<file path="config.mk">
export PLATFORM = sky130hd
export DESIGN_NAME = sawd_top
export DESIGN_NICKNAME = d
export VERILOG_FILES = /design/src/sawd_pkg.sv /design/src/sawd_top.sv
export VERILOG_INCLUDE_DIRS = /design/src
export SDC_FILE = /design/constraint.sdc
export NUM_CORES = 1
export LEC_CHECK = 0
export BUFFER_PORTS_ARGS = -buffer_cell sky130_fd_sc_hd__buf_4
export CAP_MARGIN = 30
export CORE_MARGIN = 2
export CORE_UTILIZATION = 60
export DETAILED_ROUTE_END_ITERATION = 8
export PLACE_DENSITY = 0.94
export SLEW_MARGIN = 20
export SYNTH_ARGS = -nofsm -noshare
export SYNTH_HDL_FRONTEND = slang
export SYNTH_SLANG_ARGS = --single-unit
</file>
<file path="constraint.sdc">
create_clock -name pclk -period 6.8 [get_ports pclk]
set_clock_uncertainty 0.2 [all_clocks]
set_input_delay 0.34 -clock pclk [delete_from_list [all_inputs] [get_ports pclk]]
set_output_delay 0.34 -clock pclk [all_outputs]
set_load 0.01 [all_outputs]
</file>
<file path="src/sawd_params.svh">
// Register indices, field positions, reset values and timing counts
`ifndef SAWD_PARAMS_SVH
`define SAWD_PARAMS_SVH

// ****************************************************************
// Register indices (byte address is four times the index)
// ****************************************************************
`define SAWD_IDX_NEG     8'hba
`define SAWD_IDX_CFG     8'hbc
`define SAWD_IDX_RESL    8'hbd
`define SAWD_IDX_RESH    8'hbe
`define SAWD_IDX_LTL     8'hc5
`define SAWD_IDX_LTH     8'hc6
`define SAWD_IDX_GTL     8'hc7
`define SAWD_IDX_GTH     8'hc8
`define SAWD_IDX_CTL     8'hf8

// ****************************************************************
// Field positions
// ****************************************************************
`define SAWD_CFG_DIV_MSB 7
`define SAWD_CFG_DIV_LSB 3
`define SAWD_CFG_LJ      2
`define SAWD_CTL_EN      7
`define SAWD_CTL_TM      6
`define SAWD_CTL_DONE    5
`define SAWD_CTL_BUSY    4
`define SAWD_CTL_WIN     3
`define SAWD_CTL_SRC_MSB 2

// ****************************************************************
// Reset values and codes
// ****************************************************************
`define SAWD_NEG_RST     5'h00
`define SAWD_CFG_RST     8'hf8
`define SAWD_BYTE_RST    8'h00
`define SAWD_NEG_GND     5'h1f
`define SAWD_SRC_SW      3'h0
`define SAWD_SRC_T0      3'h1
`define SAWD_SRC_T2      3'h2
`define SAWD_SRC_T1      3'h3
`define SAWD_SRC_EXT     3'h4
`define SAWD_SRC_T3      3'h5

// ****************************************************************
// Timing counts in conversion clocks
// ****************************************************************
`define SAWD_TRACK_CLKS  4'h3
`define SAWD_CONV_CLKS   4'ha

`endif

</file>
<file path="src/sawd_pkg.sv">
// Types shared by the converter control block
package sawd_pkg;

    typedef enum logic [1:0] {SAWD_IDLE, SAWD_TRACK, SAWD_CONV} sawd_phase_t;

    typedef struct packed {
        logic        psel;
        logic        penable;
        logic        pwrite;
        logic [11:0] paddr;
        logic [31:0] pwdata;
        logic [3:0]  pstrb;
    } sawd_apb_req_t;

    typedef struct packed {
        logic        pready;
        logic        pslverr;
        logic [31:0] prdata;
    } sawd_apb_rsp_t;

    typedef struct packed {
        logic t0_ovf;
        logic t1_ovf;
        logic t2_low_ovf;
        logic t2_high_ovf;
        logic t2_split;
        logic t3_low_ovf;
        logic t3_high_ovf;
        logic t3_split;
    } sawd_timer_t;

    typedef struct packed {
        logic       power_on;
        logic       track;
        logic       convert;
        logic       sar_tick;
        logic       differential;
        logic [4:0] neg_input_code;
    } sawd_ana_t;

    typedef struct packed {
        sawd_apb_rsp_t rsp;
        sawd_ana_t     ana;
        logic [4:0]    neg_input_code;
        logic [7:0]    cfg;
        logic [7:0]    res_low;
        logic [7:0]    res_high;
        logic [7:0]    lt_low;
        logic [7:0]    lt_high;
        logic [7:0]    gt_low;
        logic [7:0]    gt_high;
        logic          converter_enable;
        logic          track_mode_select;
        logic          conv_done_flag;
        logic          conv_busy;
        logic          window_match_flag;
        logic [2:0]    start_source_select;
        sawd_phase_t   phase;
        logic [4:0]    div_cnt;
        logic [3:0]    clk_cnt;
        logic          pin_s1;
        logic          pin_s2;
        logic          pin_prev;
    } sawd_state_t;

endpackage

</file>
<file path="src/sawd_top.sv">
// SAR converter control with start sources, justification and window detect
// What this block does
// - Ground negative input means single-ended; any other selection means differential.
// - Negative select codes pick port pins, reference or ground; some are reserved.
// - Upper three negative-select bits read zero and ignore writes.
// - Conversion clock is system clock divided by divider field plus one; resets ones.
// - Justify bit zero stores right-justified results, one stores left-justified.
// - Right-justified high byte holds two top bits, sign-extended from bit one.
// - Left-justified high byte holds eight top bits; low byte bits 5-0 zero.
// - Enable zero shuts the converter down; one makes it ready.
// - Normal track mode tracks continuously except during conversion.
// - Done flag sets when busy falls at conversion end; stays until cleared.
// - Busy reads one while converting; writing one starts only with software source.
// - Start source field selects software, timer 0/2/1/3 overflow or pin edge.
// - Low-power mode with software or timer trigger tracks three clocks, then converts.
// - Low-power mode with pin source tracks while low, converts on rising edge.
// - Every result is compared with limits; match sets the window flag.
// - Window flag stays set until software clears it.
// - Inside window needs result above greater-than and below less-than limit.
// - Outside window matches below lower bound or above upper bound.
// - Single-ended results compared unsigned, differential with signed comparison.
// - In differential mode an all-ones limit compares as minus one.
// - Each conversion lasts at least ten conversion clocks.
// - Timers 2 and 3 use low overflow in split mode, high otherwise.
`timescale 1ns/1ns
`include "sawd_params.svh"

module sawd_top import sawd_pkg::*; (
    // Clock and reset
    input  wire logic          pclk,
    input  wire logic          presetn,
    // Register bus
    input  wire sawd_apb_req_t apb_req,
    output sawd_apb_rsp_t      apb_rsp,
    // Start sources
    input  wire sawd_timer_t   timers,
    input  wire logic          ext_convert_start,
    // Converter array
    input  wire logic [9:0]    sar_result,
    output sawd_ana_t          ana
);

    // ****************************************************************
    // Helpers
    // ****************************************************************
    function automatic logic at_reg(input logic [11:0] addr, input logic [7:0] idx);
        at_reg = (addr == {2'b00, idx, 2'b00});
    endfunction

    function automatic logic mapped(input logic [11:0] addr);
        mapped = at_reg(addr, `SAWD_IDX_NEG) | at_reg(addr, `SAWD_IDX_CFG)
               | at_reg(addr, `SAWD_IDX_RESL) | at_reg(addr, `SAWD_IDX_RESH)
               | at_reg(addr, `SAWD_IDX_LTL) | at_reg(addr, `SAWD_IDX_LTH)
               | at_reg(addr, `SAWD_IDX_GTL) | at_reg(addr, `SAWD_IDX_GTH)
               | at_reg(addr, `SAWD_IDX_CTL);
    endfunction

    // Result word as seen in the two byte registers
    function automatic logic [15:0] fmt(input logic [9:0] raw, input logic lj);
        if (lj) begin
            fmt = {raw, 6'h00};
        end else begin
            fmt = {{6{raw[9]}}, raw};
        end
    endfunction

    // Flipping the top bit turns a signed compare into an unsigned one
    function automatic logic win_hit(input logic [15:0] v, input logic [15:0] gt,
                                     input logic [15:0] lt, input logic diff);
        logic [15:0] fv;
        logic [15:0] fg;
        logic [15:0] fl;
        fv = diff ? (v ^ 16'h8000) : v;
        fg = diff ? (gt ^ 16'h8000) : gt;
        fl = diff ? (lt ^ 16'h8000) : lt;
        if (fg < fl) begin
            win_hit = (fv > fg) && (fv < fl);
        end else begin
            win_hit = (fv < fl) || (fv > fg);
        end
    endfunction

    // ****************************************************************
    // State
    // ****************************************************************
    sawd_state_t s;
    sawd_state_t next_s;
    logic        prep;
    logic        commit;
    logic        wr;
    logic [4:0]  div;
    logic        tick;
    logic        ext_rise;
    logic        trig;
    logic        sw_start;
    logic        finish;
    logic [15:0] word;
    logic        hit;

    assign div = s.cfg[`SAWD_CFG_DIV_MSB:`SAWD_CFG_DIV_LSB];

    always_comb begin
        next_s = s;
        // Pin passes two flops before the edge detector sees it
        next_s.pin_s1   = ext_convert_start;
        next_s.pin_s2   = s.pin_s1;
        next_s.pin_prev = s.pin_s2;
        ext_rise        = s.pin_s2 & ~s.pin_prev;

        // ********************************************************
        // Bus slave: one wait state, data prepared before pready
        // ********************************************************
        prep   = apb_req.psel & apb_req.penable & ~s.rsp.pready;
        commit = apb_req.psel & apb_req.penable & s.rsp.pready;
        wr     = commit & apb_req.pwrite & apb_req.pstrb[0] & mapped(apb_req.paddr);
        next_s.rsp.pready  = prep;
        next_s.rsp.pslverr = prep & ~mapped(apb_req.paddr);
        next_s.rsp.prdata  = 32'h0000_0000;
        if (prep && !apb_req.pwrite) begin
            if (at_reg(apb_req.paddr, `SAWD_IDX_NEG)) begin
                next_s.rsp.prdata = {27'h0, s.neg_input_code};
            end else if (at_reg(apb_req.paddr, `SAWD_IDX_CFG)) begin
                next_s.rsp.prdata = {24'h0, s.cfg[7:2], 2'b00};
            end else if (at_reg(apb_req.paddr, `SAWD_IDX_RESL)) begin
                next_s.rsp.prdata = {24'h0, s.res_low};
            end else if (at_reg(apb_req.paddr, `SAWD_IDX_RESH)) begin
                next_s.rsp.prdata = {24'h0, s.res_high};
            end else if (at_reg(apb_req.paddr, `SAWD_IDX_LTL)) begin
                next_s.rsp.prdata = {24'h0, s.lt_low};
            end else if (at_reg(apb_req.paddr, `SAWD_IDX_LTH)) begin
                next_s.rsp.prdata = {24'h0, s.lt_high};
            end else if (at_reg(apb_req.paddr, `SAWD_IDX_GTL)) begin
                next_s.rsp.prdata = {24'h0, s.gt_low};
            end else if (at_reg(apb_req.paddr, `SAWD_IDX_GTH)) begin
                next_s.rsp.prdata = {24'h0, s.gt_high};
            end else if (at_reg(apb_req.paddr, `SAWD_IDX_CTL)) begin
                next_s.rsp.prdata = {24'h0, s.converter_enable, s.track_mode_select,
                                     s.conv_done_flag, s.conv_busy, s.window_match_flag,
                                     s.start_source_select};
            end
        end

        sw_start = 1'b0;
        if (wr) begin
            if (at_reg(apb_req.paddr, `SAWD_IDX_NEG)) begin
                next_s.neg_input_code = apb_req.pwdata[4:0];
            end
            if (at_reg(apb_req.paddr, `SAWD_IDX_CFG)) begin
                next_s.cfg = {apb_req.pwdata[7:2], 2'b00};
            end
            if (at_reg(apb_req.paddr, `SAWD_IDX_RESL)) begin
                next_s.res_low = apb_req.pwdata[7:0];
            end
            if (at_reg(apb_req.paddr, `SAWD_IDX_RESH)) begin
                next_s.res_high = apb_req.pwdata[7:0];
            end
            if (at_reg(apb_req.paddr, `SAWD_IDX_LTL)) begin
                next_s.lt_low = apb_req.pwdata[7:0];
            end
            if (at_reg(apb_req.paddr, `SAWD_IDX_LTH)) begin
                next_s.lt_high = apb_req.pwdata[7:0];
            end
            if (at_reg(apb_req.paddr, `SAWD_IDX_GTL)) begin
                next_s.gt_low = apb_req.pwdata[7:0];
            end
            if (at_reg(apb_req.paddr, `SAWD_IDX_GTH)) begin
                next_s.gt_high = apb_req.pwdata[7:0];
            end
            if (at_reg(apb_req.paddr, `SAWD_IDX_CTL)) begin
                next_s.converter_enable    = apb_req.pwdata[`SAWD_CTL_EN];
                next_s.track_mode_select   = apb_req.pwdata[`SAWD_CTL_TM];
                next_s.conv_done_flag      = apb_req.pwdata[`SAWD_CTL_DONE];
                next_s.window_match_flag   = apb_req.pwdata[`SAWD_CTL_WIN];
                next_s.start_source_select = apb_req.pwdata[`SAWD_CTL_SRC_MSB:0];
                sw_start = apb_req.pwdata[`SAWD_CTL_BUSY]
                         & (s.start_source_select == `SAWD_SRC_SW);
            end
        end

        // ********************************************************
        // Conversion clock divider
        // ********************************************************
        tick = (s.div_cnt >= div);
        next_s.div_cnt = tick ? 5'h00 : s.div_cnt + 5'h01;

        // ********************************************************
        // Trigger selection
        // ********************************************************
        case (s.start_source_select)
            `SAWD_SRC_SW:  trig = sw_start;
            `SAWD_SRC_T0:  trig = timers.t0_ovf;
            `SAWD_SRC_T2:  trig = timers.t2_split ? timers.t2_low_ovf
                                                  : timers.t2_high_ovf;
            `SAWD_SRC_T1:  trig = timers.t1_ovf;
            `SAWD_SRC_EXT: trig = ext_rise;
            `SAWD_SRC_T3:  trig = timers.t3_split ? timers.t3_low_ovf
                                                  : timers.t3_high_ovf;
            default:       trig = 1'b0;
        endcase

        // ********************************************************
        // Track and convert sequencer
        // ********************************************************
        finish = 1'b0;
        case (s.phase)
            SAWD_IDLE: begin
                if (s.converter_enable && trig) begin
                    next_s.conv_busy = 1'b1;
                    next_s.clk_cnt   = 4'h0;
                    // Pin source has already tracked while low
                    if (s.track_mode_select
                        && s.start_source_select != `SAWD_SRC_EXT) begin
                        next_s.phase = SAWD_TRACK;
                    end else begin
                        next_s.phase = SAWD_CONV;
                    end
                end
            end
            SAWD_TRACK: begin
                if (tick) begin
                    next_s.clk_cnt = s.clk_cnt + 4'h1;
                    if (s.clk_cnt == `SAWD_TRACK_CLKS - 4'h1) begin
                        next_s.phase   = SAWD_CONV;
                        next_s.clk_cnt = 4'h0;
                    end
                end
            end
            SAWD_CONV: begin
                if (tick) begin
                    next_s.clk_cnt = s.clk_cnt + 4'h1;
                    if (s.clk_cnt == `SAWD_CONV_CLKS - 4'h1) begin
                        finish = 1'b1;
                    end
                end
            end
            default: begin
                next_s.phase = SAWD_IDLE;
            end
        endcase

        word = fmt(sar_result, s.cfg[`SAWD_CFG_LJ]);
        hit  = win_hit(word, {s.gt_high, s.gt_low}, {s.lt_high, s.lt_low},
                       s.ana.differential);
        if (finish) begin
            next_s.phase          = SAWD_IDLE;
            next_s.conv_busy      = 1'b0;
            next_s.conv_done_flag = 1'b1;
            next_s.res_high       = word[15:8];
            next_s.res_low        = word[7:0];
            if (hit) begin
                next_s.window_match_flag = 1'b1;
            end
        end

        // Disabling aborts any conversion in flight
        if (!s.converter_enable) begin
            next_s.phase     = SAWD_IDLE;
            next_s.conv_busy = 1'b0;
        end

        // ********************************************************
        // Converter array controls
        // ********************************************************
        next_s.ana.power_on       = next_s.converter_enable;
        next_s.ana.convert        = next_s.phase == SAWD_CONV;
        next_s.ana.sar_tick       = tick;
        next_s.ana.neg_input_code = next_s.neg_input_code;
        next_s.ana.differential   = next_s.neg_input_code != `SAWD_NEG_GND;
        if (next_s.track_mode_select) begin
            next_s.ana.track = next_s.converter_enable
                & ((next_s.phase == SAWD_TRACK)
                   | (next_s.phase == SAWD_IDLE & ~next_s.pin_s2
                      & next_s.start_source_select == `SAWD_SRC_EXT));
        end else begin
            next_s.ana.track = next_s.converter_enable & (next_s.phase != SAWD_CONV);
        end
    end

    always_ff @(posedge pclk or negedge presetn) begin
        if (!presetn) begin
            s                   <= '0;
            s.phase             <= SAWD_IDLE;
            s.neg_input_code    <= `SAWD_NEG_RST;
            s.ana.neg_input_code <= `SAWD_NEG_RST;
            s.cfg               <= `SAWD_CFG_RST;
            s.res_low           <= `SAWD_BYTE_RST;
            s.res_high          <= `SAWD_BYTE_RST;
        end else begin
            s <= next_s;
        end
    end

    assign apb_rsp = s.rsp;
    assign ana     = s.ana;

    // ****************************************************************
    // Checks
    // ****************************************************************
    logic [5:0] gap;
    logic       armed;
    logic [9:0] conv_cyc;

    // Distance between ticks, valid only while the divider is unchanged
    always_ff @(posedge pclk or negedge presetn) begin
        if (!presetn) begin
            gap      <= 6'h00;
            armed    <= 1'b0;
            conv_cyc <= 10'h000;
        end else begin
            gap      <= s.ana.sar_tick ? 6'h01 : gap + 6'h01;
            armed    <= (s.cfg == next_s.cfg) & (armed | s.ana.sar_tick);
            conv_cyc <= (s.phase == SAWD_CONV) ? conv_cyc + 10'h001 : 10'h000;
        end
    end
endmodule // sawd_top

</file>
==> out/results.ini <==
[worst_setup_path]
timing.setup.critical_path_class = reg2reg
crit_path_top_delay_cell = sky130_fd_sc_hd__dfrtp_1
critical_path_arrival_ps = 3430
setup.worst_path.end_class = register
timing.critical_path.to = s[17]$_DFF_PN0_
rr_worst_depth = 9
regToRegSetupSlack_ps = 3430
critPathLaunchType = register
launching_point_of_the_worst_reg2reg_path = s[72]$_DFFE_PN0P_
crit_path_max_incr_delay_ps = 730
worst-path-buf-inv = 0
timing.rr.end = s[17]$_DFF_PN0_
startpoint = s[72]$_DFFE_PN0P_
cp_data_required_time_ps = 6860
largest_delay_contributor_family_on_the_critical_path = compound AO/OA/AOI/OAI gates
timing.critical_path.depth = 9
cp_cell_sequence = mux2_2 > ha_1 > o2111ai_1 > nor2_1 > a221oi_1 > o21ai_0 > a221o_1 > a2111o_1 > o311ai_0
crit_fanout = 18

[synth]
yosysSeqAreaShare = 0.377
number_of_enable_type_register_cells_in_the_synthesized_netlist = 0
ys_seq_elements = 95
cell_area_after_technology_mapping_mm2 = 0.00632
netlist_instances = 640
ys_top_cells_by_area = sky130_fd_sc_hd__dfrtp_1, sky130_fd_sc_hd__ha_1, sky130_fd_sc_hd__mux2_2
synth_top_area_frac = 0.356
synth.distinct_cells = 65
top_reg_cell_synth = sky130_fd_sc_hd__dfrtp_1
asyncSetResetFlopFracSynth = 1.00
synth_area_per_cell_um2 = 9.87
yosys_warnings = 0
synth_largest_area_cell = sky130_fd_sc_hd__dfrtp_1

[detailed_routing]
detailedRoute.firstPassIterationCount = 6
drt_iter0_markers = 593
route.detailed.drc = 0
dr_vias = 5245
drt-total-wl_um = 16500
routedWlPerCell_um = 20.0
viasPerCell = 6.36
drt.antenna.violating_nets = 0

[grt]
gr_overflow_total = 0
number_of_antenna_violations_at_the_first_check_in_global_routing = 0
grt_start_max_net_pins = 57
global_route_wire_length_before_repair_um = 27100
first_global_vias = 5353
grt.total_usage = 0.306

[sta]
timing.fmax_mhz = 297
final.min_clock_period_ps = 3370
setup_tns_final_ps = 0
slew-limit-headroom = 0.471
max_slew.worst_pin.slew_ps = 791
setup_violations = 0
timing.final.max_slew_violations = 0
final_period_util = 0.496
timing.final.hold_violations = 0
grt_setup_unrepaired = false

[hold_path]
worstHoldPathType = in2reg

[power_and_ir_drop]
cellLeakagePower_uw = 0.00329
total_power_uw = 1040
power_density_mw_per_mm2 = 149
max-vdd-ir-drop_uv = 124

[clocking]
hold_bufs_at_cts = 2
cts_resized = 0
number_of_buffers_added_by_the_clock_tree_synthesis_step = 9
tritoncts_clock_tree = built
cts_setup_buffers = 0
tritoncts_num_sinks = 95
clock_latency_at_the_later_pin_of_the_worst_skew_pair_ps = 380
path_clk_slew_ps = 90
clock_path_buffers = 2
clock_tree.htree_level_count = 3
clock-root-buffer = sky130_fd_sc_hd__clkbuf_8

[cells_and_area]
signed_area_change_from_the_synthesized_netlist_to_the_final_layout_pct = 9.78
antennaDiodeCount = 0
proportion_of_layout_cells_with_a_drive_suffix_above_1 = 0.232
nets = 815
post_route_design_area_mm2 = 0.00694

[outcome]
run_status = complete, no violations

[floorplanning]
area_of_the_die_mm2 = 0.0114
row_count = 37
floorplan.initialDensity = 0.615
fp.dieH_um = 107
num_io_pins = 116
fp.coreArea_mm2 = 0.0103
chipWidth_um = 107

[placed_design]
place.gp.congestion = 0.962
port-buffer-count = 64
dp_wirelength_um = 12500
postPlaceCellArea_mm2 = 0.00672

[run]
maxCapViolCount = 0

## worst min-delay path by stage
stage	start	endpoint	slack [ps]	cells after the start
global route	apb_req[49]	apb_rsp[33]$_DFF_PN0_	20	3
floorplan	presetn	ana[5]$_DFF_PN0_	-160	0
detailed placement	presetn	apb_rsp[3]$_DFF_PN0_	140	1
global placement	next_s[1]$_DFF_PN0_	next_s[0]$_DFF_PN0_	160	0
CTS	apb_req[49]	apb_rsp[33]$_DFF_PN0_	20	3
finish	apb_req[49]	apb_rsp[33]$_DFF_PN0_	20	3
## area by class of cell
type | instances | area, µm²
Timing Repair Buffer | 70 | 551
Tap cell | 136 | 170
Clock inverter | 5 | 60.1
Inverter | 47 | 176
Fill cell | 779 | 3340
Clock buffer | 11 | 131
Multi-Input combinational cell | 461 | 3470
Sequential cell | 95 | 2380
## flip-flops by register name, indices dropped and copies added, names as in the netlist
signal	count
ana	4
div	5
s	74
apb_rsp	10
next_s	2
## worst reg2reg max path, stage by stage (launching register included)
cell,delay [ps]
sky130_fd_sc_hd__dfrtp_1,730
sky130_fd_sc_hd__mux2_2,450
sky130_fd_sc_hd__ha_1,320
sky130_fd_sc_hd__o2111ai_1,110
sky130_fd_sc_hd__nor2_1,70
sky130_fd_sc_hd__a221oi_1,370
sky130_fd_sc_hd__o21ai_0,160
sky130_fd_sc_hd__a221o_1,390
sky130_fd_sc_hd__a2111o_1,360
sky130_fd_sc_hd__o311ai_0,90
## where the power goes
group | leakage [µW] | internal [µW] | total [µW] | switching (µW)
registers | 0.00126 | 566 | 567 | 0.867
clock network | 0.0000935 | 171 | 371 | 200
logic | 0.00193 | 38.3 | 97.8 | 59.5
## synthesized netlist by cell type, drive strengths merged (3+ instances only)
| cell type | instances |
|---|---|
| dfrtp | 90 |
| or2 | 3 |
| nor2b | 12 |
| a221oi | 5 |
| buf | 48 |
| mux2i | 26 |
| nor3b | 7 |
| ha | 59 |
| a21oi | 27 |
| nor4b | 3 |
| a31oi | 5 |
| o21ai | 34 |
| and3 | 4 |
| a211oi | 4 |
| nand3 | 17 |
| a2111oi | 4 |
| xor2 | 4 |
| a222oi | 9 |
| nor3 | 10 |
| nand2 | 59 |
| a22oi | 7 |
| nand2b | 4 |
| mux2 | 51 |
| nand4 | 9 |
| clkbuf | 12 |
| nor2 | 34 |
| a21o | 8 |
| dfstp | 5 |
| inv | 47 |
## cell families after synthesis
group / share of synthesized area
AND/OR/NAND/NOR: 0.143
AO/OA/AOI/OAI: 0.131
buffers and inverters: 0.0905
flip-flops: 0.377
multiplexers: 0.132
adder cells (fa/ha/maj): 0.117
XOR/XNOR: 0.00832
other: 0.000593
## layer usage
metal | part of all wire | up-vias | GRT usage
met5 | 0 | - | 0
met4 | 0.045 | 0 | 0.127
met3 | 0.087 | 81 | 0.0900
met2 | 0.49 | 310 | 0.515
met1 | 0.38 | 2521 | 0.368
li1 | - | 2333 | -
## through the flow
stage	hold WS, ps	util	instances	setup slack [ps]
2_1_floorplan	-156	-	663	3880
3_3_place_gp	158	0.651	805	3540
3_5_place_dp	144	0.654	806	3460
4_1_cts	16.9	0.674	824	3420
5_1_grt	15.2	0.675	825	3270
6_report	16.7	0.675	825	3430
## placed cells by master, fill, tap and decap left out, types with 9 or more instances in the layout
cell type,netlist,routed
sky130_fd_sc_hd__clkbuf_8,0,9
sky130_fd_sc_hd__dfrtp_1,90,90
sky130_fd_sc_hd__nand3_1,17,17
sky130_fd_sc_hd__a21oi_1,26,26
sky130_fd_sc_hd__nor2_1,34,34
sky130_fd_sc_hd__mux2_2,51,51
sky130_fd_sc_hd__a222oi_1,9,9
sky130_fd_sc_hd__o21ai_0,26,26
sky130_fd_sc_hd__buf_4,45,67
sky130_fd_sc_hd__ha_1,59,59
sky130_fd_sc_hd__nor2b_1,12,12
sky130_fd_sc_hd__inv_1,47,47
sky130_fd_sc_hd__conb_1,1,24
sky130_fd_sc_hd__mux2i_1,26,26
sky130_fd_sc_hd__nand2_1,52,52
(Power assumes the default switching activity.)
